### config.mk
export PLATFORM = sky130hd
export DESIGN_NAME = tacr_regs
export DESIGN_NICKNAME = d
export VERILOG_FILES = /design/src/rtl/tacr_pkg.sv /design/src/rtl/tacr_regs.sv /design/src/rtl/tacr_sync.sv
export VERILOG_INCLUDE_DIRS = /design/src /design/src/rtl
export SDC_FILE = /design/constraint.sdc
export NUM_CORES = 1
export LEC_CHECK = 0
export BUFFER_PORTS_ARGS = -buffer_cell sky130_fd_sc_hd__clkbuf_2
export CORE_ASPECT_RATIO = 2
export CORE_UTILIZATION = 48
export CTS_CLUSTER_SIZE = 24
export DETAILED_ROUTE_END_ITERATION = 7
export PLACE_DENSITY = 0.89
export SLEW_MARGIN = 40
export SYNTH_ARGS = -nofsm -noshare
export SYNTH_HDL_FRONTEND = slang
export SYNTH_SLANG_ARGS = --single-unit
### constraint.sdc
create_clock -name aclk -period 2.23 [get_ports aclk]
set_input_delay 0.1115 -clock aclk [delete_from_list [all_inputs] [get_ports aclk]]
set_output_delay 0.1115 -clock aclk [all_outputs]
set_load 0.01 [all_outputs]
### src/rtl/tacr_defines.svh
// Register offsets, field positions, reset values and bus constants of the touch/ADC control bank.
`ifndef TACR_DEFINES_SVH
`define TACR_DEFINES_SVH

// Printed offsets are register indices; byte address is four times the index.
`define TACR_ADDR_W 12
`define TACR_IDX_W 10
`define TACR_IDX_TOUCH_CTRL 10'h0ad
`define TACR_IDX_ADC_SEL 10'h0ae
`define TACR_IDX_P0_AEN 10'h0af
`define TACR_IDX_P3 10'h0b0
`define TACR_IDX_IRQ_STAT 10'h0c0
`define TACR_IDX_IRQ_MASK 10'h0c1

// Touch sense control fields.
`define TACR_TC_PD 7
`define TACR_TC_EOC 6
`define TACR_TC_SLOW 5
`define TACR_TC_VSEL_HI 4
`define TACR_TC_VSEL_LO 3
`define TACR_TC_TIME_HI 2
`define TACR_TC_TIME_LO 0

// ADC channel and reference select fields.
`define TACR_AS_CHS_HI 7
`define TACR_AS_CHS_LO 4
`define TACR_AS_VREF_HI 3
`define TACR_AS_VREF_LO 2
`define TACR_AS_BGF 1

// Port0 analog enable field.
`define TACR_P0_AEN_HI 7
`define TACR_P0_AEN_LO 5

// Reset values.
`define TACR_RST_PD 1'b1
`define TACR_RST_EOC 1'b1
`define TACR_RST_SLOW 1'b0
`define TACR_RST_TIME 3'h4
`define TACR_RST_CHS 4'hf
`define TACR_RST_BGF 1'b0
`define TACR_RST_P0_AEN 3'h0
`define TACR_RST_P3 8'hff

// Special channel codes.
`define TACR_CH_TEMP 4'ha
`define TACR_CH_BANDGAP 4'hb
`define TACR_CH_QUARTER_VCC 4'hf

// Interrupt status bit positions.
`define TACR_IRQ_W 2
`define TACR_IRQ_TDONE 0
`define TACR_IRQ_BADREF 1

`endif

### src/rtl/tacr_pkg.sv
// Types shared by the touch/ADC control bank.
package tacr_pkg;

  typedef enum logic [1:0] {
    TACR_TV_VCC = 2'h0,
    TACR_TV_2V8 = 2'h1,
    TACR_TV_4V0 = 2'h2,
    TACR_TV_3V2 = 2'h3
  } tacr_tvolt_t;

  typedef enum logic [1:0] {
    TACR_VR_VCC = 2'h0,
    TACR_VR_2V5 = 2'h1,
    TACR_VR_3V0 = 2'h2,
    TACR_VR_4V0 = 2'h3
  } tacr_vref_t;

  typedef enum logic [1:0] {
    TACR_RESP_OKAY = 2'h0,
    TACR_RESP_SLVERR = 2'h2
  } tacr_resp_t;

endpackage

### src/rtl/tacr_regs.sv
// Touch-sense and ADC front-end control register bank with an AXI4-Lite slave.
//
// Overview of operation
// - Power-off bit 1 keeps touch converter off, 0 enables it; resets to 1.
// - Read-only conversion-done flag: 0 while converting, 1 when finished; resets to 1.
// - Touch clock passes direct when halving is 0, divided by two when 1.
// - Touch voltage field: 00 supply, 01 2.8V, 10 4V, 11 3.2V; resets 00.
// - Three-bit charge-time field, larger is longer charging; resets to 100.
// - Four-bit ADC input select; 1010 temperature, 1011 bandgap, 1111 quarter supply (reset).
// - ADC reference field: 00 supply, 01 2.5V, 10 3V, 11 4V; resets 00.
// - Bandgap force 0 lets the generator follow demand automatically; resets to 0.
// - Bandgap force 1 keeps generator on, even idle, but off in stop and halt.
// - Three analog-enable bits for port0 pins 7,6,5; 1 makes ADC input; reset 000.
// - Eight-bit port3 data latch, read and write, resets to all ones.
//
// The AXI4-Lite register port was chosen for this implementation.
`timescale 1ns/10ps
`include "tacr_defines.svh"
module tacr_regs (
  input wire logic aclk,
  input wire logic aresetn,
  input wire logic [`TACR_ADDR_W-1:0] s_axi_awaddr,
  input wire logic s_axi_awvalid,
  output logic s_axi_awready,
  input wire logic [31:0] s_axi_wdata,
  input wire logic [3:0] s_axi_wstrb,
  input wire logic s_axi_wvalid,
  output logic s_axi_wready,
  output tacr_pkg::tacr_resp_t s_axi_bresp,
  output logic s_axi_bvalid,
  input wire logic s_axi_bready,
  input wire logic [`TACR_ADDR_W-1:0] s_axi_araddr,
  input wire logic s_axi_arvalid,
  output logic s_axi_arready,
  output logic [31:0] s_axi_rdata,
  output tacr_pkg::tacr_resp_t s_axi_rresp,
  output logic s_axi_rvalid,
  input wire logic s_axi_rready,
  input wire logic touch_busy_async,
  input wire logic touch_tick,
  input wire logic bandgap_demand,
  input wire logic mode_idle,
  input wire logic mode_stop,
  input wire logic mode_halt,
  output logic touch_power_off,
  output logic touch_clk_en,
  output tacr_pkg::tacr_tvolt_t touch_voltage_select,
  output logic [2:0] touch_charge_time,
  output logic [3:0] adc_input_select,
  output tacr_pkg::tacr_vref_t adc_reference_select,
  output logic bandgap_enable,
  output logic [2:0] port0_analog_enable,
  output logic [7:0] port3_out,
  output logic irq
);
  import tacr_pkg::*;

  logic halving_r;
  logic bandgap_force_on_r;
  logic done_r;
  logic phase_r;
  logic touch_busy_s;
  logic badref_r;
  logic [`TACR_IRQ_W-1:0] irq_stat_r;
  logic [`TACR_IRQ_W-1:0] irq_mask_r;
  logic [`TACR_IRQ_W-1:0] irq_stat_nxt;

  // The converter runs off its own analog timing, so its busy level is synchronised first.
  tacr_sync #(
    .WIDTH(1)
  ) u_busy_sync (
    .aclk(aclk),
    .aresetn(aresetn),
    .d(touch_busy_async),
    .q(touch_busy_s)
  );

  // Write and read decode.
  wire [`TACR_IDX_W-1:0] wr_idx = s_axi_awaddr[`TACR_ADDR_W-1:2];
  wire [`TACR_IDX_W-1:0] rd_idx = s_axi_araddr[`TACR_ADDR_W-1:2];
  wire wr_fire = s_axi_awready & s_axi_awvalid & s_axi_wvalid;
  wire rd_fire = s_axi_arready & s_axi_arvalid;
  wire wr_lane0 = wr_fire & s_axi_wstrb[0];
  wire [7:0] wbyte = s_axi_wdata[7:0];
  wire sel_w_tctl = wr_idx == `TACR_IDX_TOUCH_CTRL;
  wire sel_w_adc = wr_idx == `TACR_IDX_ADC_SEL;
  wire sel_w_p0 = wr_idx == `TACR_IDX_P0_AEN;
  wire sel_w_p3 = wr_idx == `TACR_IDX_P3;
  wire sel_w_stat = wr_idx == `TACR_IDX_IRQ_STAT;
  wire sel_w_mask = wr_idx == `TACR_IDX_IRQ_MASK;
  wire wr_mapped = sel_w_tctl | sel_w_adc | sel_w_p0 | sel_w_p3 | sel_w_stat | sel_w_mask;
  wire we_tctl = wr_lane0 & sel_w_tctl;
  wire we_adc = wr_lane0 & sel_w_adc;
  wire we_p0 = wr_lane0 & sel_w_p0;
  wire we_p3 = wr_lane0 & sel_w_p3;
  wire we_stat = wr_lane0 & sel_w_stat;
  wire we_mask = wr_lane0 & sel_w_mask;

  // The done flag sits at bit 6 and is never taken from the write data.
  wire [7:0] tctl_rd = {touch_power_off, done_r, halving_r, touch_voltage_select, touch_charge_time};
  wire [7:0] adc_rd = {adc_input_select, adc_reference_select, bandgap_force_on_r, 1'b0};
  wire [7:0] p0_rd = {port0_analog_enable, 5'h00};
  wire [7:0] stat_rd = {6'h00, irq_stat_r};
  wire [7:0] mask_rd = {6'h00, irq_mask_r};
  wire rd_mapped = (rd_idx == `TACR_IDX_TOUCH_CTRL) | (rd_idx == `TACR_IDX_ADC_SEL) | (rd_idx == `TACR_IDX_P0_AEN) |
                   (rd_idx == `TACR_IDX_P3) | (rd_idx == `TACR_IDX_IRQ_STAT) | (rd_idx == `TACR_IDX_IRQ_MASK);
  wire [7:0] rd_byte = (rd_idx == `TACR_IDX_TOUCH_CTRL) ? tctl_rd :
                       (rd_idx == `TACR_IDX_ADC_SEL) ? adc_rd :
                       (rd_idx == `TACR_IDX_P0_AEN) ? p0_rd :
                       (rd_idx == `TACR_IDX_P3) ? port3_out :
                       (rd_idx == `TACR_IDX_IRQ_STAT) ? stat_rd :
                       (rd_idx == `TACR_IDX_IRQ_MASK) ? mask_rd : 8'h00;

  // Events: conversion finished, and a non-supply reference while the bandgap is routed.
  wire badref_now = (adc_input_select == `TACR_CH_BANDGAP) && (adc_reference_select != TACR_VR_VCC);
  wire ev_tdone = ~done_r & ~touch_busy_s;
  wire ev_badref = badref_now & ~badref_r;
  wire [`TACR_IRQ_W-1:0] irq_set = {ev_badref, ev_tdone};
  wire [`TACR_IRQ_W-1:0] irq_clr = we_stat ? wbyte[`TACR_IRQ_W-1:0] : '0;
  // A new event in the clearing cycle survives the clear.
  assign irq_stat_nxt = (irq_stat_r & ~irq_clr) | irq_set;

  // Generator off in stop and halt; when forced it stays on otherwise, idle included.
  wire low_power = mode_stop | mode_halt;
  wire bandgap_nxt = ~low_power & (bandgap_force_on_r | bandgap_demand);
  wire clk_en_nxt = touch_tick & (~halving_r | phase_r);

  // AXI4-Lite write channel: address and data are taken together in one handshake.
  always_ff @(posedge aclk)
  begin
    if (!aresetn)
    begin
      s_axi_awready <= 1'b0;
      s_axi_wready <= 1'b0;
      s_axi_bvalid <= 1'b0;
      s_axi_bresp <= TACR_RESP_OKAY;
    end
    else
    begin
      s_axi_awready <= ~s_axi_awready & ~s_axi_bvalid & s_axi_awvalid & s_axi_wvalid;
      s_axi_wready <= ~s_axi_awready & ~s_axi_bvalid & s_axi_awvalid & s_axi_wvalid;
      if (wr_fire)
      begin
        s_axi_bvalid <= 1'b1;
        s_axi_bresp <= wr_mapped ? TACR_RESP_OKAY : TACR_RESP_SLVERR;
      end
      else if (s_axi_bready)
      begin
        s_axi_bvalid <= 1'b0;
      end
    end
  end

  // AXI4-Lite read channel.
  always_ff @(posedge aclk)
  begin
    if (!aresetn)
    begin
      s_axi_arready <= 1'b0;
      s_axi_rvalid <= 1'b0;
      s_axi_rdata <= 32'h00000000;
      s_axi_rresp <= TACR_RESP_OKAY;
    end
    else
    begin
      s_axi_arready <= ~s_axi_arready & ~s_axi_rvalid & s_axi_arvalid;
      if (rd_fire)
      begin
        s_axi_rvalid <= 1'b1;
        s_axi_rdata <= {24'h000000, rd_byte};
        s_axi_rresp <= rd_mapped ? TACR_RESP_OKAY : TACR_RESP_SLVERR;
      end
      else if (s_axi_rready)
      begin
        s_axi_rvalid <= 1'b0;
      end
    end
  end

  // Touch sense control fields.
  always_ff @(posedge aclk)
  begin
    if (!aresetn)
    begin
      touch_power_off <= `TACR_RST_PD;
      halving_r <= `TACR_RST_SLOW;
      touch_voltage_select <= TACR_TV_VCC;
      touch_charge_time <= `TACR_RST_TIME;
    end
    else if (we_tctl)
    begin
      touch_power_off <= wbyte[`TACR_TC_PD];
      halving_r <= wbyte[`TACR_TC_SLOW];
      touch_voltage_select <= tacr_tvolt_t'(wbyte[`TACR_TC_VSEL_HI:`TACR_TC_VSEL_LO]);
      touch_charge_time <= wbyte[`TACR_TC_TIME_HI:`TACR_TC_TIME_LO];
    end
  end

  // ADC selection, bandgap force, port0 analog enables and port3 latch.
  always_ff @(posedge aclk)
  begin
    if (!aresetn)
    begin
      adc_input_select <= `TACR_RST_CHS;
      adc_reference_select <= TACR_VR_VCC;
      bandgap_force_on_r <= `TACR_RST_BGF;
      port0_analog_enable <= `TACR_RST_P0_AEN;
      port3_out <= `TACR_RST_P3;
    end
    else
    begin
      if (we_adc)
      begin
        adc_input_select <= wbyte[`TACR_AS_CHS_HI:`TACR_AS_CHS_LO];
        adc_reference_select <= tacr_vref_t'(wbyte[`TACR_AS_VREF_HI:`TACR_AS_VREF_LO]);
        bandgap_force_on_r <= wbyte[`TACR_AS_BGF];
      end
      if (we_p0)
      begin
        port0_analog_enable <= wbyte[`TACR_P0_AEN_HI:`TACR_P0_AEN_LO];
      end
      if (we_p3)
      begin
        port3_out <= wbyte;
      end
    end
  end

  // Status, interrupt and derived outputs.
  always_ff @(posedge aclk)
  begin
    if (!aresetn)
    begin
      done_r <= `TACR_RST_EOC;
      phase_r <= 1'b0;
      touch_clk_en <= 1'b0;
      bandgap_enable <= 1'b0;
      badref_r <= 1'b0;
      irq_stat_r <= '0;
      irq_mask_r <= '0;
      irq <= 1'b0;
    end
    else
    begin
      done_r <= ~touch_busy_s;
      if (touch_tick)
      begin
        phase_r <= ~phase_r;
      end
      touch_clk_en <= clk_en_nxt;
      bandgap_enable <= bandgap_nxt;
      badref_r <= badref_now;
      irq_stat_r <= irq_stat_nxt;
      if (we_mask)
      begin
        irq_mask_r <= wbyte[`TACR_IRQ_W-1:0];
      end
      irq <= |(irq_stat_nxt & (we_mask ? wbyte[`TACR_IRQ_W-1:0] : irq_mask_r));
    end
  end
endmodule

### src/rtl/tacr_sync.sv
// Two-flop synchroniser for level signals entering the system clock domain.
`timescale 1ns/10ps
module tacr_sync #(
  parameter int WIDTH = 1
) (
  input wire logic aclk,
  input wire logic aresetn,
  input wire logic [WIDTH-1:0] d,
  output logic [WIDTH-1:0] q
);

  logic [WIDTH-1:0] meta_r;

  always_ff @(posedge aclk)
  begin
    if (!aresetn)
    begin
      meta_r <= '0;
      q <= '0;
    end
    else
    begin
      meta_r <= d;
      q <= meta_r;
    end
  end

endmodule

After elaboration in Yosys (flattened, before gate mapping)
Cells that the tools add are included.
{"block": "word_totals", "reg_bits": 53, "input_bits": 73, "out_inout_bits": 67, "wordCells": 104}
{"block": "op_classes", "eq_ne": 13, "n_mux": 14, "n_bitwise": 46, "reduce_logical": 5}
{"cell": "$eq A10 B8 Y1 const B", "n": 12}
{"cell": "$mux W8", "n": 4}
{"cell": "$and A1 B1 Y1", "n": 19}
{"cell": "$or A1 B1 Y1", "n": 13}
{"cell": "$mux W2", "n": 6}
{"cell": "$not A1 Y1", "n": 10}
{"cell": "$reduce_bool A2 Y1", "n": 3}
{"cell": "$and A2 B2 Y2", "n": 2}
{"cell": "$eq A4 B4 Y1 const B", "n": 1}
{"cell": "$mux W1", "n": 4}
{"cell": "$not A2 Y2", "n": 1}
{"cell": "$or A2 B2 Y2", "n": 1}
{"cell": "$reduce_or A2 Y1", "n": 1}
{"cell": "$logic_and A1 B1 Y1", "n": 1}

Logic depth before layout (Yosys ltp)
Gate-level depths: netlist of the first run.
{"block": "logic_depth", "depth_word": 10, "mapped_depth": 7, "ltp_nobuf": 4}

By module
Synthesis of the first run repeated with hierarchy kept, for this count alone.
{"block": "hier_totals", "hier_cells": 286, "hier_area_um2": 2412.3}
{"module": "tacr_regs", "instances": 1, "cells_per_inst": 282, "area_each_um2": 2359.8, "seq_area_each_um2": 980.9}
{"module": "tacr_sync", "instances": 1, "cells_per_inst": 4, "area_each_um2": 52.6, "seq_area_each_um2": 40.0}

Worst setup path after synthesis of the first run
No wires, ideal clock.
{"block": "synth_path", "kind": "register to register", "from": "reg, netlist name s_axi_wready", "to": "reg port0_analog_enable[0]", "setup_time_ns": 0.072, "arrival_time_ns": 1.422, "required_ns": 2.158, "setup_slack_ns": 0.736, "stages_incl_launch_ff": 8, "path_buffers": 3, "synth_period_minus_slack_ns": 1.494, "cell_sequence": "dfxtp_1 -> and3_1 -> buf_6 -> and4_1 -> buf_6 -> and3_1 -> buf_6 -> mux2i_1"}
{"item": "to (signal assigned)", "line": "tacr_regs.sv:207", "source": "port0_analog_enable <= `TACR_RST_P0_AEN;"}
{"item": "to (signal assigned)", "line": "tacr_regs.sv:220", "source": "port0_analog_enable <= wbyte[`TACR_P0_AEN_HI:`TACR_P0_AEN_LO];"}
{"item": "to (decl)", "line": "tacr_regs.sv:52", "source": "output logic [2:0] port0_analog_enable,"}

==> run metrics, run 1 <==
actual slew at the worst max-slew pin=0.524 ns; reg2reg setup slack=0.46 ns; area of the mapped netlist=between 2000 and 3000 sq um; Compound-Gate Fraction of Synth Area=about 14%; Die Area=5680 sq um; Post-Synth Adder-Cell Area=0%; Core Area=5140 sq um; Layout Nets=437; GR Layer Usage met2=43.6%; FF/Latch Area=~1000 sq um; Via density=~5.7; Antenna Cells=0; I/O pin count=140; Root Buffer=clkbuf_8; GP Congestion=0.830; worst slack, placed=roughly 0.48 ns; Worst Setup SP=s_axi_wready; largest net degree at the start of global routing=37; Die Wd=53.8 microns; Post-CTS Resized=0; port bufs=slightly above 80; clk sinks=51; max_cap viols=0; clk buf depth=2; routed len/inst=around 15 microns; final antenna-violating net count=0; Max-slew headroom=65.0%; crit path to=touch_voltage_select[1]; run status=finished, final reports clean; Util after Layout=58.0%; Max Slew Vio Count=0; clock skew=0.00709 ns; total length of routed wires=6.55 mm; ys async rst share=0%; Worst-Skew Late Latency=0.32 ns; first-pass detailed-route iteration total=4; Synth Area in Simple Gates=25.4%; Design Area, Final=2980 sq um; CP Capture Type=register; R2R cell count=4; Setup WS post-layout=0.459 ns; setup violators final=0; synth top area cells=dfxtp_1 (40%), buf_4 (7.9%), mux2i_1 (6.6%), nand2_1 (4.5%), a21oi_1 (2.7%); grt ovf=0; Mapped Cells=291; min cycle time layout=approximately 1.8 ns; share of layout cells above drive strength 1=27.9%; global routing's busiest layer=met2; number of synthesized flops with an enable pin=0; startpoint types=register; Die Y=106 microns; Starting Density=50.1%; HP Start=touch_busy_async; reg2reg end=touch_voltage_select[1]; average size of a mapped cell=8.85 sq um; initial antenna violation count=0; grt met1 use=23.4%; Final period util=79.4%; CTS Hold Bufs=2; R2R Path Start=s_axi_wready; PwrDens=564 nW/um^2; total number of vias=2400; Critical Path RT=2.48 ns; vias in the first global route=2253; TritonCTS buffer count=5; post-synthesis xor/xnor area fraction=0.340%; final setup TNS=0 ns; DP Wirelength=5.06 mm; sequential area share after synthesis=39.6%; mux cell area share after synthesis=7.48%; CTS tree=yes; total setup buffers inserted after CTS=0; crit path max fanout=8; Worst VDD drop=0.549 mV; Worst Path Arrival=between 2 and 2.5 ns; first-pass GRT wire length=10.0 mm; Fill cells=~460; fmax=565 MHz; final hold vios=0; Pleak=1.38 nW; placed instance area=2870 sq um; global router's overall resource usage=between 20% and 30%; critical path type=register to register; RSZ-0062 raised after global routing=false; Synth top area share=39.6%; Max H-tree Level=2; Reg clk slew, reported paths=0.09 ns; GR Util met3=under 10%; initial drt markers=80; cell taking the most area after synthesis=dfxtp_1; Area Overhead vs Synth=15.7%; worst hold-check path type=input pin to register; FF+latch count, synth=~50; Multi-input gate area=1320 sq um; post-synth cell types=45; # rows=37; main combinational cell family by area after synthesis=simple AND/OR/NAND/NOR gates; Post-route DRC=0; synth warn=0; ys flop type=dfxtp_1
## cell usage after synthesis, drive strengths merged, types with 2 or more instances
cell	number
nor3b	5
a31oi	5
a21oi	14
nor4b	4
and4b	2
mux2	2
dfxtp	51
nand3	13
nand4	6
nor2	16
nand2	31
and3	4
a221oi	6
nor4	2
o221ai	4
and2	3
nor2b	6
inv	10
mux2i	17
o32ai	2
nor3	3
nand2b	4
nand4b	3
a22o	4
clkbuf	10
buf	34
o211ai	5
and4bb	2
o21ai	14
## metrics by stage
stage | power [mW] | hold WS (ns) | cells
after floorplan | 1.10 | 0.190 | 316
after global placement | 1.14 | 0.276 | 413
after detailed placement | 1.14 | 0.283 | 413
after CTS | 1.68 | 0.0123 | 423
after global routing | 1.74 | 0.0119 | 423
final | 1.68 | 0.00252 | 423
## state kept, by name, summed over array words and instances, names as in the netlist, 2 cells and up
signal,count
s_axi_rdata,8
adc_input_select,4
adc_reference_select,2
touch_voltage_select,2
port0_analog_enable,3
irq_mask_r,2
port3_out,8
irq_stat_r,2
touch_charge_time,3
## how the worst min path moves through the flow
stage,endpoint,slack [ns],depth (start not counted)
6_report,u_busy_sync.meta_r,0.003,2
5_1_grt,u_busy_sync.meta_r,0.01,2
4_1_cts,u_busy_sync.meta_r,0.01,2
3_5_place_dp,bandgap_enable,0.28,2
3_3_place_gp,bandgap_enable,0.28,2
2_1_floorplan,bandgap_enable,0.19,1
## cell type report
type	count	area share (%)
clock buffers	5	2.31
flip-flops and latches	51	34.2
clock inverters	3	0.797
repair buffers	85	14.8
well taps	58	2.43
inverters	10	1.26
multi-input cells	211	44.2
## cell usage in the layout (no fill, tap or decap), types with 2 or more instances in the layout
cell | Yosys | routed
clkbuf_2 | 0 | 81
dfxtp_1 | 51 | 51
nand2_1 | 31 | 31
conb_1 | 1 | 26
mux2i_1 | 17 | 17
nor2_1 | 16 | 16
o21ai_0 | 14 | 14
a21oi_1 | 14 | 14
nand3_1 | 13 | 13
inv_1 | 10 | 10
nor2b_1 | 6 | 6
a221oi_1 | 6 | 6
a31oi_1 | 5 | 5
o211ai_1 | 5 | 5
clkbuf_8 | 0 | 5
and3_1 | 4 | 4
a22o_1 | 4 | 4
nand2b_1 | 4 | 4
nand4_1 | 4 | 4
o221ai_1 | 4 | 4
nor3_1 | 3 | 3
and2_1 | 3 | 3
nor4b_1 | 3 | 3
nand4b_1 | 3 | 3
and4bb_2 | 2 | 2
nor3b_1 | 2 | 2
and4b_1 | 2 | 2
mux2_2 | 2 | 2
nor3b_4 | 2 | 2
nor4_1 | 2 | 2
o32ai_1 | 2 | 2
clkinvlp_4 | 0 | 2
dlygate4sd3_1 | 0 | 2
buf_4 | 27 | 2
## layer usage
metal	up-vias	part of all wire [%]
met5	-	0
li1	1136	-
met2	131	57
met4	0	3.2
met1	1117	33
met3	16	6.4
## cells by family after synthesis
group | after synthesis
AOI/OAI and AO/OA | 56
xor gates and xnor gates | 1
other | 1
DFF | 51
muxes | 19
and+or+nand+nor | 109
buffers and inverters | 54
## where the power goes
part           internal, mW  leakage (nW)  total [mW]  switching, mW
registers             0.926         0.414       0.935        0.00843
logic                0.0725         0.921       0.194          0.121
clock network         0.225        0.0408       0.554          0.329
## critical path: stages, from the launching register on
cell     delay (ns)
dfxtp_1        0.37
and3_1         0.36
nand4_4        0.22
nor3b_4        0.52
mux2i_1        0.24
(Power assumes the default switching activity.)
==> inputs of run 2 (changes only) <==
- CORE_UTILIZATION: 48 -> 45
- PLACE_DENSITY: 0.89 -> 0.85
- clock period: 2.23 -> 1.7 ns (I/O delays scaled with it)
==> run 2 against run 1 <==
Register-to-register slack worse by 0.35 ns. Hold slack gained 0.015 ns. Setup slack worse by 0.36 ns. Flip-flop and latch count stayed put. Non-clock buffer count increased by 12. Clock power rose by 55%. Cell count rose by 3.3%. Cell area increased by 4.3%. Count of clock-buffer cells in the layout is the same. Clock skew grew 0.0021 ns. Utilization decreased by 1.1 points. Critical endpoint unchanged. Largest power group unchanged. Highest routed layer unchanged.
==> run metrics, run 2 (synthesis gave the netlist of run 1 again) <==
run status=finished, final reports clean; port bufs=81 (unchanged); non-filler cells, final=437 (+3.3%); slowest CP cell=dlygate4sd3_1; TritonCTS buffer count=5 (unchanged); R2R cell count=5 (+1); GP Congestion=0.853 (+2.7%); buffers plus inverters on the worst setup path=3 (+3); R2R Path Start=s_axi_wready; Core Area=5470 sq um (+6.4%); final antenna-violating net count=0 (unchanged); Worst-Skew Late Latency=0.32 ns (about the same); Area Overhead vs Synth=20.7%; fmax=623 MHz; Die Y=109 microns (+3.2%); clk buf depth=2 (unchanged); total length of routed wires=6.64 mm (+1.5%); Via density=5.50 (-3.1%); reg2reg end=touch_voltage_select[1]; DP Wirelength=5.22 mm (+3.2%); Final period util=between 90 and 100%; Pleak=1.45 nW (+5.4%); commonest non-fill, non-tap cell in the layout=clkbuf_2; grt ovf=0 (unchanged); Cell Count Post-Placement=423 (+2.4%); actual slew at the worst max-slew pin=0.526 ns (+0.00127 ns); largest net degree at the start of global routing=39 (+5.4%); Max Slew Vio Count=0 (unchanged); first-pass detailed-route iteration total=4 (unchanged); clock skew=0.00922 ns (+0.00214 ns); RSZ-0062 raised after global routing=false; max_cap viols=0 (unchanged); CTS tree=yes; Max-slew headroom=64.9% (about the same); Die Area=6050 sq um (+6.5%); setup violators final=0 (unchanged); min cycle time layout=between 1.5 and 2 ns; Worst VDD drop=0.611 mV (+11%); final setup TNS=0 ns (unchanged); cell class contributing the biggest share of worst-path delay=buffers and inverters; Worst Path Arrival=1.85 ns (-0.17 ns); Critical Path RT=1.95 ns (-0.53 ns); Post-route DRC=0 (unchanged); Reg clk slew, reported paths=0.09 ns (about the same); CP Capture Type=register; crit path max fanout=8 (unchanged); Root Buffer=clkbuf_8; leading cell types in the layout, fill and taps excluded=clkbuf_2 (81), dfxtp_1 (51), nand2_1 (31); Die Wd=55.5 microns (+3.2%); Design Area, Final=3110 sq um (+4.3%); routed len/inst=15.2 microns (-1.8%); I/O pin count=140 (unchanged); total setup buffers inserted after CTS=0 (unchanged); share of layout cells above drive strength 1=29.4% (+1.5 points); # rows=38 (+2.7%); top flop regs=port3_out (8), s_axi_rdata (8), adc_input_select (4); vias in the first global route=2294 (+1.8%); Fill cells=480 (+3.7%); Critical Path Stages=7 (+3); Layout Nets=449 (+2.7%); first-pass GRT wire length=10.5 mm (+4.7%); startpoint types=input pin; Antenna Cells=0 (unchanged); global router's overall resource usage=22.1% (-2.2 points); worst hold-check path type=input pin to register; critical path type=input pin to register; worst slack, placed=0.0110 ns (-0.468 ns); final hold vios=0 (unchanged); placed instance area=2930 sq um (+2.2%); HP Start=aresetn; PwrDens=756 nW/um^2 (+34%); Max H-tree Level=2 (unchanged); clk sinks=51 (unchanged); Worst Setup SP=s_axi_awvalid; initial antenna violation count=0 (unchanged); crit path to=touch_voltage_select[1]; Starting Density=47.1% (-3.0 points); initial drt markers=77 (-3.8%); max incr delay on CP=0.53 ns (about the same); Setup WS post-layout=0.0953 ns (-0.364 ns); total number of vias=2402 (+0.083%); reg2reg setup slack=0.11 ns (-0.35 ns); worst-path cell chain=dlygate4sd3_1, clkbuf_2, and3_1, nand4_4, nor3b_4, buf_4, mux2i_1
[run 2: changes by cell type in the layout (fill, tap and decap cells not counted), sizes merged]
cell	before	now
clkinv	0	2
clkinvlp	2	0
buf	2	10
bufinv	0	1
dlygate4sd3	2	6
inv	11	10
[run 2: power by group]
group	internal (mW)	leakage (nW)	switching (mW)
Clock	0.439	0.0581	0.420
Sequential	1.22	0.414	0.0120
Combinational	0.107	0.977	0.160
Total	1.76	1.45	0.592
[run 2: final cells by class]
type / instances / area [sq um] / share of cell area [%]
repair buffers: 97 / 541 / 17.4
clock inverters: 3 / 43.8 / 1.41
well taps: 60 / 75.1 / 2.41
inverters: 10 / 37.5 / 1.21
multi-input cells: 211 / 1320 / 42.6
flip-flops and latches: 51 / 1020 / 32.8
clock buffers: 5 / 68.8 / 2.21
[run 2: per-stage QoR]
step           util (%)  power (mW)  hold WS [ns]
6_report           56.9        2.35        0.0170
5_1_grt            56.9        2.43        0.0354
4_1_cts            56.9        2.35        0.0186
3_5_place_dp       53.6        1.51         0.255
3_3_place_gp       53.6        1.50         0.249
2_1_floorplan         -        1.45         0.163
[run 2: how the worst min path moves through the flow]
stage	to	depth (start not counted)
2_1_floorplan	bandgap_enable	1
3_3_place_gp	bandgap_enable	2
3_5_place_dp	bandgap_enable	2
4_1_cts	port3_out[0]	2
5_1_grt	port3_out[1]	2
6_report	port3_out[0]	2
[run 2: what timing repair did]
action	in CTS	in global routing
resized for setup	1	0
hold buffers	6	0
hold endpoints to repair	4	0
endpoints found under the setup margin	1	0
[run 2: metal layers]
layer / GRT usage, % / part of all wire (%) / vias up
met4: 12.3 / 3.5 / 0
met1: 21.1 / 34 / 1124
met2: 43.6 / 57 / 105
li1: - / - / 1158
met5: 0 / 0 / -
met3: 3.32 / 5.0 / 15
